**src/core/ubsm_pkg.sv**
```systemverilog
// constants and types of the spi master engine
//------------------------------------------------------------
//------------------------------------------------------------
package ubsm_pkg;

  localparam int UBSM_CLK_KHZ = 25000;
  localparam int UBSM_SCK_SLOW_KHZ = 2000;
  localparam int UBSM_SCK_FAST_KHZ = 6000;
  // least half period, rounded up so the slave never sees a faster clock
  localparam int UBSM_HALF_SLOW = (UBSM_CLK_KHZ + 2 * UBSM_SCK_SLOW_KHZ - 1) / (2 * UBSM_SCK_SLOW_KHZ);
  localparam int UBSM_HALF_FAST = (UBSM_CLK_KHZ + 2 * UBSM_SCK_FAST_KHZ - 1) / (2 * UBSM_SCK_FAST_KHZ);
  localparam int UBSM_DATA_BITS = 8;
  localparam int UBSM_EDGES = 2 * UBSM_DATA_BITS;
  localparam logic UBSM_SS_IDLE = 1'h1;
  localparam logic UBSM_LATCH_DEFAULT = 1'h1;

  typedef enum logic [1:0] {
    UBSM_DRV_PUSH_PULL,
    UBSM_DRV_OPEN_DRAIN,
    UBSM_DRV_OPEN_DRAIN_PU
  } ubsm_drive_t;

  typedef struct packed {
    logic spi_enable;
    logic four_wire;
    logic fast_rate;
    logic lsb_first;
    logic cpol;
    logic cpha;
  } ubsm_cfg_t;

  typedef struct packed {
    ubsm_drive_t miso;
    ubsm_drive_t sck;
    ubsm_drive_t mosi;
    ubsm_drive_t ss;
  } ubsm_drive_cfg_t;

  typedef struct packed {
    logic out;
    logic oe;
    logic pull_up;
  } ubsm_pin_t;

endpackage

```
**src/core/ubsm_sync.sv**
```systemverilog
// two flip-flop synchroniser for a pin input
`timescale 1ns/10ps
module ubsm_sync (
  input wire logic clock,
  input wire logic rst_b,
  input wire logic d,
  output logic q
);
  logic meta;
  logic next_meta;
  logic next_q;

  always_comb begin
    next_meta = d;
    next_q = meta;
  end

  always_ff @(posedge clock) begin
    if (!rst_b) begin
      meta <= 1'h1;
      q <= 1'h1;
    end else begin
      meta <= next_meta;
      q <= next_q;
    end
  end
endmodule

```
**src/core/ubsm_spi_master.sv**
```systemverilog
// spi master engine: shifter, clock generator, select and pin takeover
`timescale 1ns/10ps
module ubsm_spi_master
  import ubsm_pkg::*;
#(
  parameter int HALF_SLOW = UBSM_HALF_SLOW,
  parameter int HALF_FAST = UBSM_HALF_FAST
) (
  input wire logic clock,
  input wire logic rst_b,
  input wire ubsm_cfg_t cfg,
  input wire ubsm_drive_cfg_t drive,
  input wire logic start,
  input wire logic [UBSM_DATA_BITS-1:0] tx_data,
  output logic busy,
  output logic done,
  output logic [UBSM_DATA_BITS-1:0] rx_data,
  output logic spi_owns_pins,
  input wire logic port_pin_eight_in,
  output ubsm_pin_t port_pin_eight,
  output ubsm_pin_t port_pin_nine,
  output ubsm_pin_t port_pin_ten,
  output ubsm_pin_t port_pin_five
);

  localparam int CW = $clog2(HALF_SLOW + 1);
  localparam int EW = $clog2(UBSM_EDGES);
  localparam logic [EW-1:0] LAST_EDGE = EW'(UBSM_EDGES - 1);

  typedef enum logic [1:0] {UBSM_IDLE, UBSM_SHIFT, UBSM_TRAIL} ubsm_state_t;

  //------------------------------------------------------------
  // helpers
  //------------------------------------------------------------
  function automatic logic out_bit(input logic [UBSM_DATA_BITS-1:0] v, input logic lsb);
    return lsb ? v[0] : v[UBSM_DATA_BITS-1];
  endfunction

  function automatic logic [UBSM_DATA_BITS-1:0] shift_out(input logic [UBSM_DATA_BITS-1:0] v, input logic lsb);
    return lsb ? {1'h0, v[UBSM_DATA_BITS-1:1]} : {v[UBSM_DATA_BITS-2:0], 1'h0};
  endfunction

  function automatic logic [UBSM_DATA_BITS-1:0] shift_in(input logic [UBSM_DATA_BITS-1:0] v, input logic b,
                                                         input logic lsb);
    return lsb ? {b, v[UBSM_DATA_BITS-1:1]} : {v[UBSM_DATA_BITS-2:0], b};
  endfunction

  function automatic logic [CW-1:0] half_load(input logic fast);
    return fast ? CW'(HALF_FAST - 1) : CW'(HALF_SLOW - 1);
  endfunction

  // open-drain pins only pull low; a one is left to the pull-up
  function automatic ubsm_pin_t pin_drive(input logic en, input logic value, input ubsm_drive_t mode);
    ubsm_pin_t p;
    p.out = value;
    p.oe = en && (mode == UBSM_DRV_PUSH_PULL || !value);
    p.pull_up = en && (mode == UBSM_DRV_OPEN_DRAIN_PU);
    return p;
  endfunction

  //------------------------------------------------------------
  // state
  //------------------------------------------------------------
  ubsm_state_t state, next_state;
  ubsm_cfg_t cur, next_cur;
  logic [CW-1:0] cnt, next_cnt;
  logic [EW-1:0] edge_idx, next_edge_idx;
  logic sck, next_sck;
  logic mosi, next_mosi;
  logic ss, next_ss;
  logic [UBSM_DATA_BITS-1:0] tx_sh, next_tx_sh;
  logic [UBSM_DATA_BITS-1:0] rx_sh, next_rx_sh;
  logic [UBSM_DATA_BITS-1:0] next_rx_data;
  logic next_done;
  logic miso_s;
  logic tick;
  logic sample_now;
  logic setup_now;

  ubsm_sync u_miso_sync (
    .clock(clock),
    .rst_b(rst_b),
    .d(port_pin_eight_in),
    .q(miso_s)
  );

  //------------------------------------------------------------
  // sequencer
  //------------------------------------------------------------
  always_comb begin
    next_state = state;
    next_cur = cur;
    next_cnt = cnt;
    next_edge_idx = edge_idx;
    next_sck = sck;
    next_mosi = mosi;
    next_ss = ss;
    next_tx_sh = tx_sh;
    next_rx_sh = rx_sh;
    next_rx_data = rx_data;
    next_done = 1'h0;
    tick = (cnt == '0);
    sample_now = 1'h0;
    setup_now = 1'h0;
    unique case (state)
      UBSM_IDLE: begin
        next_sck = cfg.cpol;
        next_ss = UBSM_SS_IDLE;
        // shift settings are frozen per byte; spi_enable and four_wire still act on the pins at once
        if (start && cfg.spi_enable) begin
          next_state = UBSM_SHIFT;
          next_cur = cfg;
          next_cnt = half_load(cfg.fast_rate);
          next_edge_idx = '0;
          next_ss = !cfg.four_wire;
          next_tx_sh = tx_data;
          next_rx_sh = '0;
          if (!cfg.cpha) begin
            next_mosi = out_bit(tx_data, cfg.lsb_first);
            next_tx_sh = shift_out(tx_data, cfg.lsb_first);
          end
        end
      end
      UBSM_SHIFT: begin
        if (tick) begin
          next_cnt = half_load(cur.fast_rate);
          next_sck = !sck;
          next_edge_idx = EW'(edge_idx + 1);
          sample_now = (edge_idx[0] == cur.cpha);
          setup_now = !sample_now && (edge_idx != LAST_EDGE);
          if (sample_now) begin
            next_rx_sh = shift_in(rx_sh, miso_s, cur.lsb_first);
          end
          if (setup_now) begin
            next_mosi = out_bit(tx_sh, cur.lsb_first);
            next_tx_sh = shift_out(tx_sh, cur.lsb_first);
          end
          if (edge_idx == LAST_EDGE) begin
            next_state = UBSM_TRAIL;
          end
        end else begin
          next_cnt = CW'(cnt - 1);
        end
      end
      UBSM_TRAIL: begin
        if (tick) begin
          next_state = UBSM_IDLE;
          next_ss = UBSM_SS_IDLE;
          next_mosi = UBSM_LATCH_DEFAULT;
          next_done = 1'h1;
          next_rx_data = rx_sh;
        end else begin
          next_cnt = CW'(cnt - 1);
        end
      end
    endcase
  end

  always_ff @(posedge clock) begin
    if (!rst_b) begin
      state <= UBSM_IDLE;
      cur <= '0;
      cnt <= '0;
      edge_idx <= '0;
      sck <= 1'h0;
      mosi <= UBSM_LATCH_DEFAULT;
      ss <= UBSM_SS_IDLE;
      tx_sh <= '0;
      rx_sh <= '0;
      rx_data <= '0;
      done <= 1'h0;
    end else begin
      state <= next_state;
      cur <= next_cur;
      cnt <= next_cnt;
      edge_idx <= next_edge_idx;
      sck <= next_sck;
      mosi <= next_mosi;
      ss <= next_ss;
      tx_sh <= next_tx_sh;
      rx_sh <= next_rx_sh;
      rx_data <= next_rx_data;
      done <= next_done;
    end
  end

  //------------------------------------------------------------
  // pin takeover
  //------------------------------------------------------------
  assign busy = (state != UBSM_IDLE);
  assign spi_owns_pins = cfg.spi_enable;
  // data-in pin keeps its latch at one so only the pull-up acts on it when open-drain; push-pull drives it high
  assign port_pin_eight = pin_drive(cfg.spi_enable, UBSM_LATCH_DEFAULT, drive.miso);
  assign port_pin_nine = pin_drive(cfg.spi_enable, sck, drive.sck);
  assign port_pin_ten = pin_drive(cfg.spi_enable, mosi, drive.mosi);
  assign port_pin_five = pin_drive(cfg.spi_enable && cfg.four_wire, ss, drive.ss);

  //------------------------------------------------------------
  // checks
  //------------------------------------------------------------
  logic [4:0] ast_edges;
  logic ast_sck_d;

  always_ff @(posedge clock) begin
    if (!rst_b) begin
      ast_edges <= '0;
      ast_sck_d <= 1'h0;
    end else begin
      ast_sck_d <= sck;
      if (state == UBSM_IDLE) begin
        ast_edges <= '0;
      end else if (sck != ast_sck_d) begin
        ast_edges <= 5'(ast_edges + 1);
      end
    end
  end
endmodule

```
**config.mk**
```make
export PLATFORM = sky130hd
export DESIGN_NAME = ubsm_spi_master
export DESIGN_NICKNAME = d
export VERILOG_FILES = /design/src/core/ubsm_pkg.sv /design/src/core/ubsm_sync.sv /design/src/core/ubsm_spi_master.sv
export SDC_FILE = /design/constraint.sdc
export NUM_CORES = 1
export LEC_CHECK = 0
export BUFFER_PORTS_ARGS = -buffer_cell sky130_fd_sc_hd__buf_2
export CAP_MARGIN = 20
export CORE_MARGIN = 8
export CORE_UTILIZATION = 35
export DETAILED_ROUTE_END_ITERATION = 8
export GPL_ROUTABILITY_DRIVEN = 0
export HOLD_SLACK_MARGIN = 0.06
export SYNTH_ARGS = -nofsm -noshare
export SYNTH_HDL_FRONTEND = slang
export SYNTH_HIERARCHICAL = 1
export SYNTH_SLANG_ARGS = --single-unit
```
**constraint.sdc**
```tcl
create_clock -name clock -period 2.9 [get_ports clock]
set_input_delay 0.29 -clock clock [delete_from_list [all_inputs] [get_ports clock]]
set_output_delay 0.29 -clock clock [all_outputs]
set_load 0.01 [all_outputs]
```
==> impl_metrics.toml, run 1 <==
[hold_path]
hold_path_startpoint = "port_pin_eight_in"
timing.hold.worst.class = "input port to register"
holdPathStages = 2
hold_end = "u_miso_sync/meta$_SDFF_PN1_"

[power_and_ir_drop]
ir_worst_vdd_mv = 0.216
power_mw = 1.42
cellPowerDensity_nw_per_um2 = 510
leakagePower_nw = 1.15

[sta]
finalSetupViolations = 0
setup_tns_ns = 0
period_needed_ns = 2.08
period_share_pct = 71.7
rsz_0062_raised_after_global_routing = "false"
fmax_ghz = 0.481
timing.final.max_slew_violations = 0
slew_headroom_pct = 51.1
finalHoldViolCount = 0
worstMarginPinSlew_ns = 0.731
finalClockSkew_ns = 0.00936
finalWorstSetupSlack_ns = 0.822

[critical_path]
regToRegEndpoint = "tx_sh[7]$_SDFFE_PN0P_"
ff2ff_setup_slack_ns = 0.82
timing.setup.critical_path_class = "register to register"
critPathRequiredTime_ns = 3.10
startpoint_type = "register"
timing.critical_path.cells = "inv_1 > ha_1 > buf_4 > nor2_1 > a211oi_4 > and2_1 > o211ai_1 > o211a_1"
cp-end-kind = "register"
cp_data_arrival_time_ns = 2.28
cp_top_family = "compound AO/OA/AOI/OAI gates"
slowest_delay_ns = 0.36
crit_slowest_cell = "and2_1"
worst_r2r_path_depth = 8
crit_fanout = 16
crit_buf_inv = 2
regToRegStartpoint = "state[1]$_SDFFE_PN0P_"

[global_routing]
grt_pass1_wl_um = 9670
antenna_violations_before_repair = 0
grt_pass1_vias = 2060
grt_util_all_layers_pct = 11.6
grt_start_max_net_pins = 42
gr-total-overflow = 0

[yosys]
ys_warn_count = 6
mappedNetlistNets = 329
synth_enable_flop_cells = 0
yosys_most_used_dff = "dfxtp_1"
synthesis.area_um2 = 2450
synth_seq_area_share_pct = 34.4
postSynthAreaPerCell_um2 = 8.24
ys_types = 44
post_synthesis_async_set_or_reset_flop_share_pct = 0
syn_inst = 297
synth-seq-cells = 42

[die]
initial_utilization_pct = 36.0
rows = 30
die_h_um = 99.6
overall_die_width_um = 99.6
ioPinCount = 49
std_cell_core_area_um2 = 6790
die-area_um2 = 9920

[clock_network]
clk_root_buffer_cell = "clkbuf_8"
cts.clk_slew.worst_paths_ns = 0.08
post-cts-setup-buffers = 0
clock_h_tree_levels = 2
post_cts_resize_count = 0
tritoncts.num_buffers = 5
clkLatencyLatePin_ns = 0.30
cts_tree = "built"
cts_max_path_buffers = 2
post_cts_hold_buffer_count = 0
tritoncts_num_sinks = 42

[placement]
place_area_um2 = 2690
dp_slack_ns = 0.842
dpl.hpwl_um = 3950
portBuffers = 47
place_inst = 419

[layout]
area.growth.synth_to_final_pct = 13.7
fin_nets = 362
layoutNonFillerInstCount = 427
finalInstanceArea_um2 = 2780
antenna_cells_inserted = 0
drive_gt1_share_pct = 21.8

[routing]
remaining_drc_errors = 0
drt_pre_antenna_iters = 4
topRoutingLayerUsed = "met4"
antenna_violating_nets_left = 0
wl_met2_um = 2540
detail_route.wirelength_um = 5320
final_routed_wire_length_divided_by_cell_count_um = 12.5
wl_met3_um = 210
routed-via-count = 2021
wl_met1_um = 2530
drtIter0Drc = 156
post_drt_via_cell_ratio = 4.73

[flow_run]
drv.max_cap_violation_count = 0

[run_status]
status = "complete, no violations"
==> synth_stat cells (all sizes together) (2+ instances only) <==
cell    count  area [um2]
nand2      59         221
dfxtp      42         841
a21boi     25         199
mux2i      19         190
buf        18         109
o21ai      16        80.1
nor2       13        48.8
nand3      12        60.1
mux2       10         113
nor2b       9        56.3
a21oi       7        35.0
inv         7        26.3
o211ai      7        52.6
clkbuf      6        22.5
ha          6        75.1
and2        5        31.3
nand2b      4        32.5
nor3b       4        30.0
xor2        4        35.0
a211oi      3        35.0
a22oi       3        22.5
nand3b      2        15.0
nor3        2        10.0
==> where the power goes <==
part	leakage [nW]	internal (mW)	switching (mW)	total, mW
registers	0.341	0.615	0.0304	0.646
logic	0.761	0.163	0.233	0.397
clock network	0.0483	0.169	0.207	0.377
total	1.15	0.948	0.471	1.42
==> cell type report <==
type,count,area [um2]
fillers,702,4010
flip-flops and latches,42,841
well taps,96,120
inverters,7,26.3
repair buffers,50,258
clock inverters,3,18.8
clock buffers,5,68.8
multi-input cells,224,1450
==> worst max path at each step <==
stage,cells past startpoint,endpoint,startpoint
after floorplan,8,tx_sh[0]$_SDFFE_PN0P_,state[0]$_SDFFE_PN0P_
after global placement,8,tx_sh[7]$_SDFFE_PN0P_,state[1]$_SDFFE_PN0P_
after detailed placement,8,tx_sh[7]$_SDFFE_PN0P_,state[1]$_SDFFE_PN0P_
after CTS,8,tx_sh[7]$_SDFFE_PN0P_,state[1]$_SDFFE_PN0P_
after global routing,8,tx_sh[6]$_SDFFE_PN0P_,state[1]$_SDFFE_PN0P_
final,8,tx_sh[7]$_SDFFE_PN0P_,state[1]$_SDFFE_PN0P_
==> layer usage <==
metal	track usage, %	vias to the layer above
li1	-	1084
met1	13.3	910
met2	20.3	23
met3	3.42	4
met4	3.61	0
met5	0	-
==> kinds of logic (layout without fill, tap and decap cells) <==
family	after synthesis	count (layout)	synth area share (%)
AOI/OAI and AO/OA	70	70	20.4
adders and majority gates	6	6	3.07
and+or+nand+nor	114	114	21.8
other	1	1	0.153
DFF	42	42	34.4
muxes	29	29	12.4
buffers and inverters	31	65	6.44
xor gates and xnor gates	4	4	1.43
==> through the flow <==
| stage | util [%] | hold WS (ns) |
|---|---|---|
| finish | 40.9 | 0.171 |
| global route | 40.9 | 0.163 |
| CTS | 40.9 | 0.170 |
| detailed placement | 39.6 | 0.393 |
| global placement | 39.6 | 0.393 |
| floorplan | - | 0.363 |
==> layout by cell type (no fill, tap or decap), types with 6 or more instances in the layout <==
| master | count |
|---|---|
| nand2_1 | 59 |
| buf_2 | 47 |
| dfxtp_1 | 42 |
| mux2i_1 | 19 |
| o21ai_0 | 15 |
| a21boi_1 | 14 |
| nor2_1 | 13 |
| nand3_1 | 12 |
| mux2_2 | 10 |
| a21boi_0 | 10 |
| nor2b_1 | 9 |
| inv_1 | 7 |
| a21oi_1 | 7 |
| o211ai_1 | 7 |
| ha_1 | 6 |
==> state kept, by name, indices dropped and copies added (netlist names) <==
register,count
cnt,3
cur,3
done,1
edge_idx,4
mosi,1
rx_data,8
rx_sh,8
sck,1
ss,1
state,2
tx_sh,8
u_miso_sync/meta,1
u_miso_sync/q,1
Note: power is estimated with default switching activity, not from simulation.
==> inputs of run 2 (changes only) <==
--- a/config.mk
+++ b/config.mk
@@ -5,6 +5,7 @@
 export SDC_FILE = /design/constraint.sdc
 export NUM_CORES = 1
 export LEC_CHECK = 0
+export ABC_AREA = 1
 export BUFFER_PORTS_ARGS = -buffer_cell sky130_fd_sc_hd__buf_2
 export CAP_MARGIN = 20
 export CORE_MARGIN = 8
==> constraint.sdc (replaced) <==
create_clock -name clock -period 1.9 [get_ports clock]
set_input_delay 0.19 -clock clock [delete_from_list [all_inputs] [get_ports clock]]
set_output_delay 0.19 -clock clock [all_outputs]
set_load 0.01 [all_outputs]
==> run 2 against run 1 <==
Compared with the run above: die area fell by 2.6%; area after synthesis fell by 3.1%; final cell count rose by 13%; synthesized cell count rose by 21%; sequential power rose by 86%; count of clock-buffer cells in the layout did not move; setup slack got worse by 0.63 ns; core utilization rose by 0.54 points; power rose by 150%; sequential share of layout area rose by 0.11 points; fmax rose by 21%; hold slack got worse by 0.018 ns; critical path type unchanged; critical endpoint is now tx_sh[1]$_SDFFE_PN0P_; largest power group is now combinational cells.
==> impl_metrics.toml, run 2 <==
[critical_path]
timing.critical_path.cells = "inv_1 > ha_1 > inv_1 > o21ai_0 > o21ai_0 > nor2_1 > nor2_1"
cp_top_family = "buffers and inverters"
slowest_delay_ns = 0.42
critPathRequiredTime_ns = 2.14
cp-end-kind = "register"
timing.setup.critical_path_class = "register to register"
startpoint_type = "register"
crit_buf_inv = 2
crit_slowest_cell = "inv_1"
crit_fanout = 14
cp_data_arrival_time_ns = 1.95

[yosys]
ys_types = 26
synth.mux.area_fraction_pct = 0
syn_inst = 360
synth_seq_area_share_pct = 35.5
most_frequent_cell_after_synthesis = "nand2_1"
synth-simple-area-share_pct = 31.8
combinational_family_with_the_most_area_after_synthesis = "simple AND/OR/NAND/NOR gates"
synth.cells.most_frequent = "nand2_1, nor2_1, dfxtp_1"
synth_enable_flop_cells = 0
mappedNetlistNets = 392
synth-seq-cells = 42
top_cell_type_by_total_area_after_synthesis = "dfxtp_1"
synth-compound-area-share_pct = 17.6
yosys_most_used_dff = "dfxtp_1"
synth.area.top_cells = "dfxtp_1, nand2_1, a21oi_1"
synthesis.area_um2 = 2370
netlist.area_leader.share_pct = 35.5
post_synthesis_async_set_or_reset_flop_share_pct = 0
ys_warn_count = 6
post_synthesis_share_of_cell_area_spent_on_xor_and_xnor_gates_pct = 0.370
postSynthAreaPerCell_um2 = 6.58
synth_adder_area_share_pct = 3.17

[clock_network]
cts_tree = "built"
clk_root_buffer_cell = "clkbuf_8"
cts_max_path_buffers = 2
clkLatencyLatePin_ns = 0.30
tritoncts.num_buffers = 5
tritoncts_num_sinks = 42
clock_h_tree_levels = 2
cts.clk_slew.worst_paths_ns = 0.09

[routing]
antenna_violating_nets_left = 0
post_drt_via_cell_ratio = 4.78
drt_pre_antenna_iters = 4
routed-via-count = 2310
detail_route.wirelength_um = 5920
drtIter0Drc = 106
final_routed_wire_length_divided_by_cell_count_um = 12.3
remaining_drc_errors = 0

[global_routing]
gr-total-overflow = 0
grt_start_max_net_pins = 27
grt_pass1_vias = 2221
antenna_violations_before_repair = 0
grt_pass1_wl_um = 10100
grt_util_all_layers_pct = 12.4

[die]
initial_utilization_pct = 35.5
ioPinCount = 49
overall_die_width_um = 98.3
die_h_um = 98.3
std_cell_core_area_um2 = 6680
die-area_um2 = 9660
rows = 30

[sta]
finalWorstSetupSlack_ns = 0.189
fmax_ghz = 0.585
rsz_0062_raised_after_global_routing = "false"
period_needed_ns = 1.71
setup_tns_ns = 0
finalHoldViolCount = 0
timing.final.max_slew_violations = 0
period_share_pct = 90.0
finalClockSkew_ns = 0.0128
finalSetupViolations = 0

[layout]
mostFrequentLayoutCell = "nand2_1"
utilization_pct = 41.5
antenna_cells_inserted = 0
drive_gt1_share_pct = 18.1
biggestRegsByFlops = "rx_data (8), rx_sh (8), tx_sh (8)"
n_fill_cell = 700
fin_nets = 434
area.growth.synth_to_final_pct = 16.9
final_cell_mix = "nand2_1, buf_2, nor2_1, dfxtp_1, inv_1"

[power_and_ir_drop]
cellPowerDensity_nw_per_um2 = 1270
combPwrFrac_pct = 41.5
power_switching_mw = 1.41
sw_frac_of_total_pct = 40.0
internal_power_mw = 2.12
seq_power_share_pct = 34.1
leakagePower_nw = 1.29
ir_worst_vdd_mv = 0.429
relative_contribution_of_the_clock_network_to_total_power_pct = 24.5

[placement]
dp_slack_ns = 0.205
dpl.hpwl_um = 4440
portBuffers = 47

[flow_run]
drv.max_cap_violation_count = 0

[run_status]
status = "complete, no violations"

[hold_path]
timing.hold.worst.class = "input port to register"
==> run 2: worst reg2reg max path, delay by kind of cell, from the launching register on <==
| family | cells | cell delay [ns] |
|---|---|---|
| compound gates | 2 | 0.37 |
| fa+ha+maj | 1 | 0.30 |
| flops | 1 | 0.34 |
| buf+inv | 2 | 0.49 |
| simple gates | 2 | 0.15 |
==> run 2: final cells by class <==
type,instances,area [um2],area share [%]
Multi-Input combinational cell,260,1260,45.5
Sequential cell,42,841,30.4
Timing Repair Buffer,51,268,9.67
Inverter,42,163,5.87
Tap cell,80,100,3.61
Clock buffer,5,68.8,2.48
Clock inverter,3,68.8,2.48
==> run 2: repair_timing <==
| item | CTS | global route |
|---|---|---|
| hold endpoints to repair | 1 | 0 |
| resized for setup | 0 | 1 |
| hold buffers | 1 | 0 |
| buffers inserted | 0 | 0 |
| setup endpoints to repair | 0 | 2 |
==> run 2: metrics by stage <==
stage / cells / instance area [um2] / hold slack, ns / power [mW]
after global routing: 483 / 2770 / 0.177 / 3.82
after global placement: 474 / 2620 / 0.360 / 2.67
final: 483 / 2770 / 0.153 / 3.53
after CTS: 483 / 2770 / 0.144 / 3.55
after floorplan: 360 / 2370 / 0.259 / 2.39
after detailed placement: 474 / 2620 / 0.371 / 2.68
==> run 2: cell families after synthesis <==
logic type / count (synthesis)
DFF: 42
buffers and inverters: 58
other: 1
AOI/OAI and AO/OA: 79
adders and majority gates: 6
and+or+nand+nor: 173
xor gates and xnor gates: 1
==> run 2: worst paths after layout <==
check	cells after the start	startpoint	slack (ns)	end
worst max-delay path	7	state[1]$_SDFFE_PN0P_	0.19	tx_sh[1]$_SDFFE_PN0P_
worst min register to register	2	u_miso_sync/meta$_SDFF_PN1_	0.41	u_miso_sync/q$_SDFF_PN1_
worst max register to register	7	state[1]$_SDFFE_PN0P_	0.19	tx_sh[1]$_SDFFE_PN0P_
worst min-delay path	3	cfg[3]	0.15	cur[3]$_SDFFE_PN0P_
==> run 2: metal layers <==
layer / share of wire (%) / track usage (%)
met5: 0 / 0
met4: 1.5 / 3.90
met3: 5.1 / 3.27
met2: 46 / 20.9
met1: 47 / 14.9
==> run 2: power groups by stage <==
stage / sequential, mW / combinational (mW) / clock (mW)
final: 1.20 / 1.46 / 0.864
after global routing: 1.23 / 1.67 / 0.914
after CTS: 1.20 / 1.46 / 0.886
after detailed placement: 1.22 / 1.46 / 0
after global placement: 1.22 / 1.45 / 0
after floorplan: 1.22 / 1.17 / 0
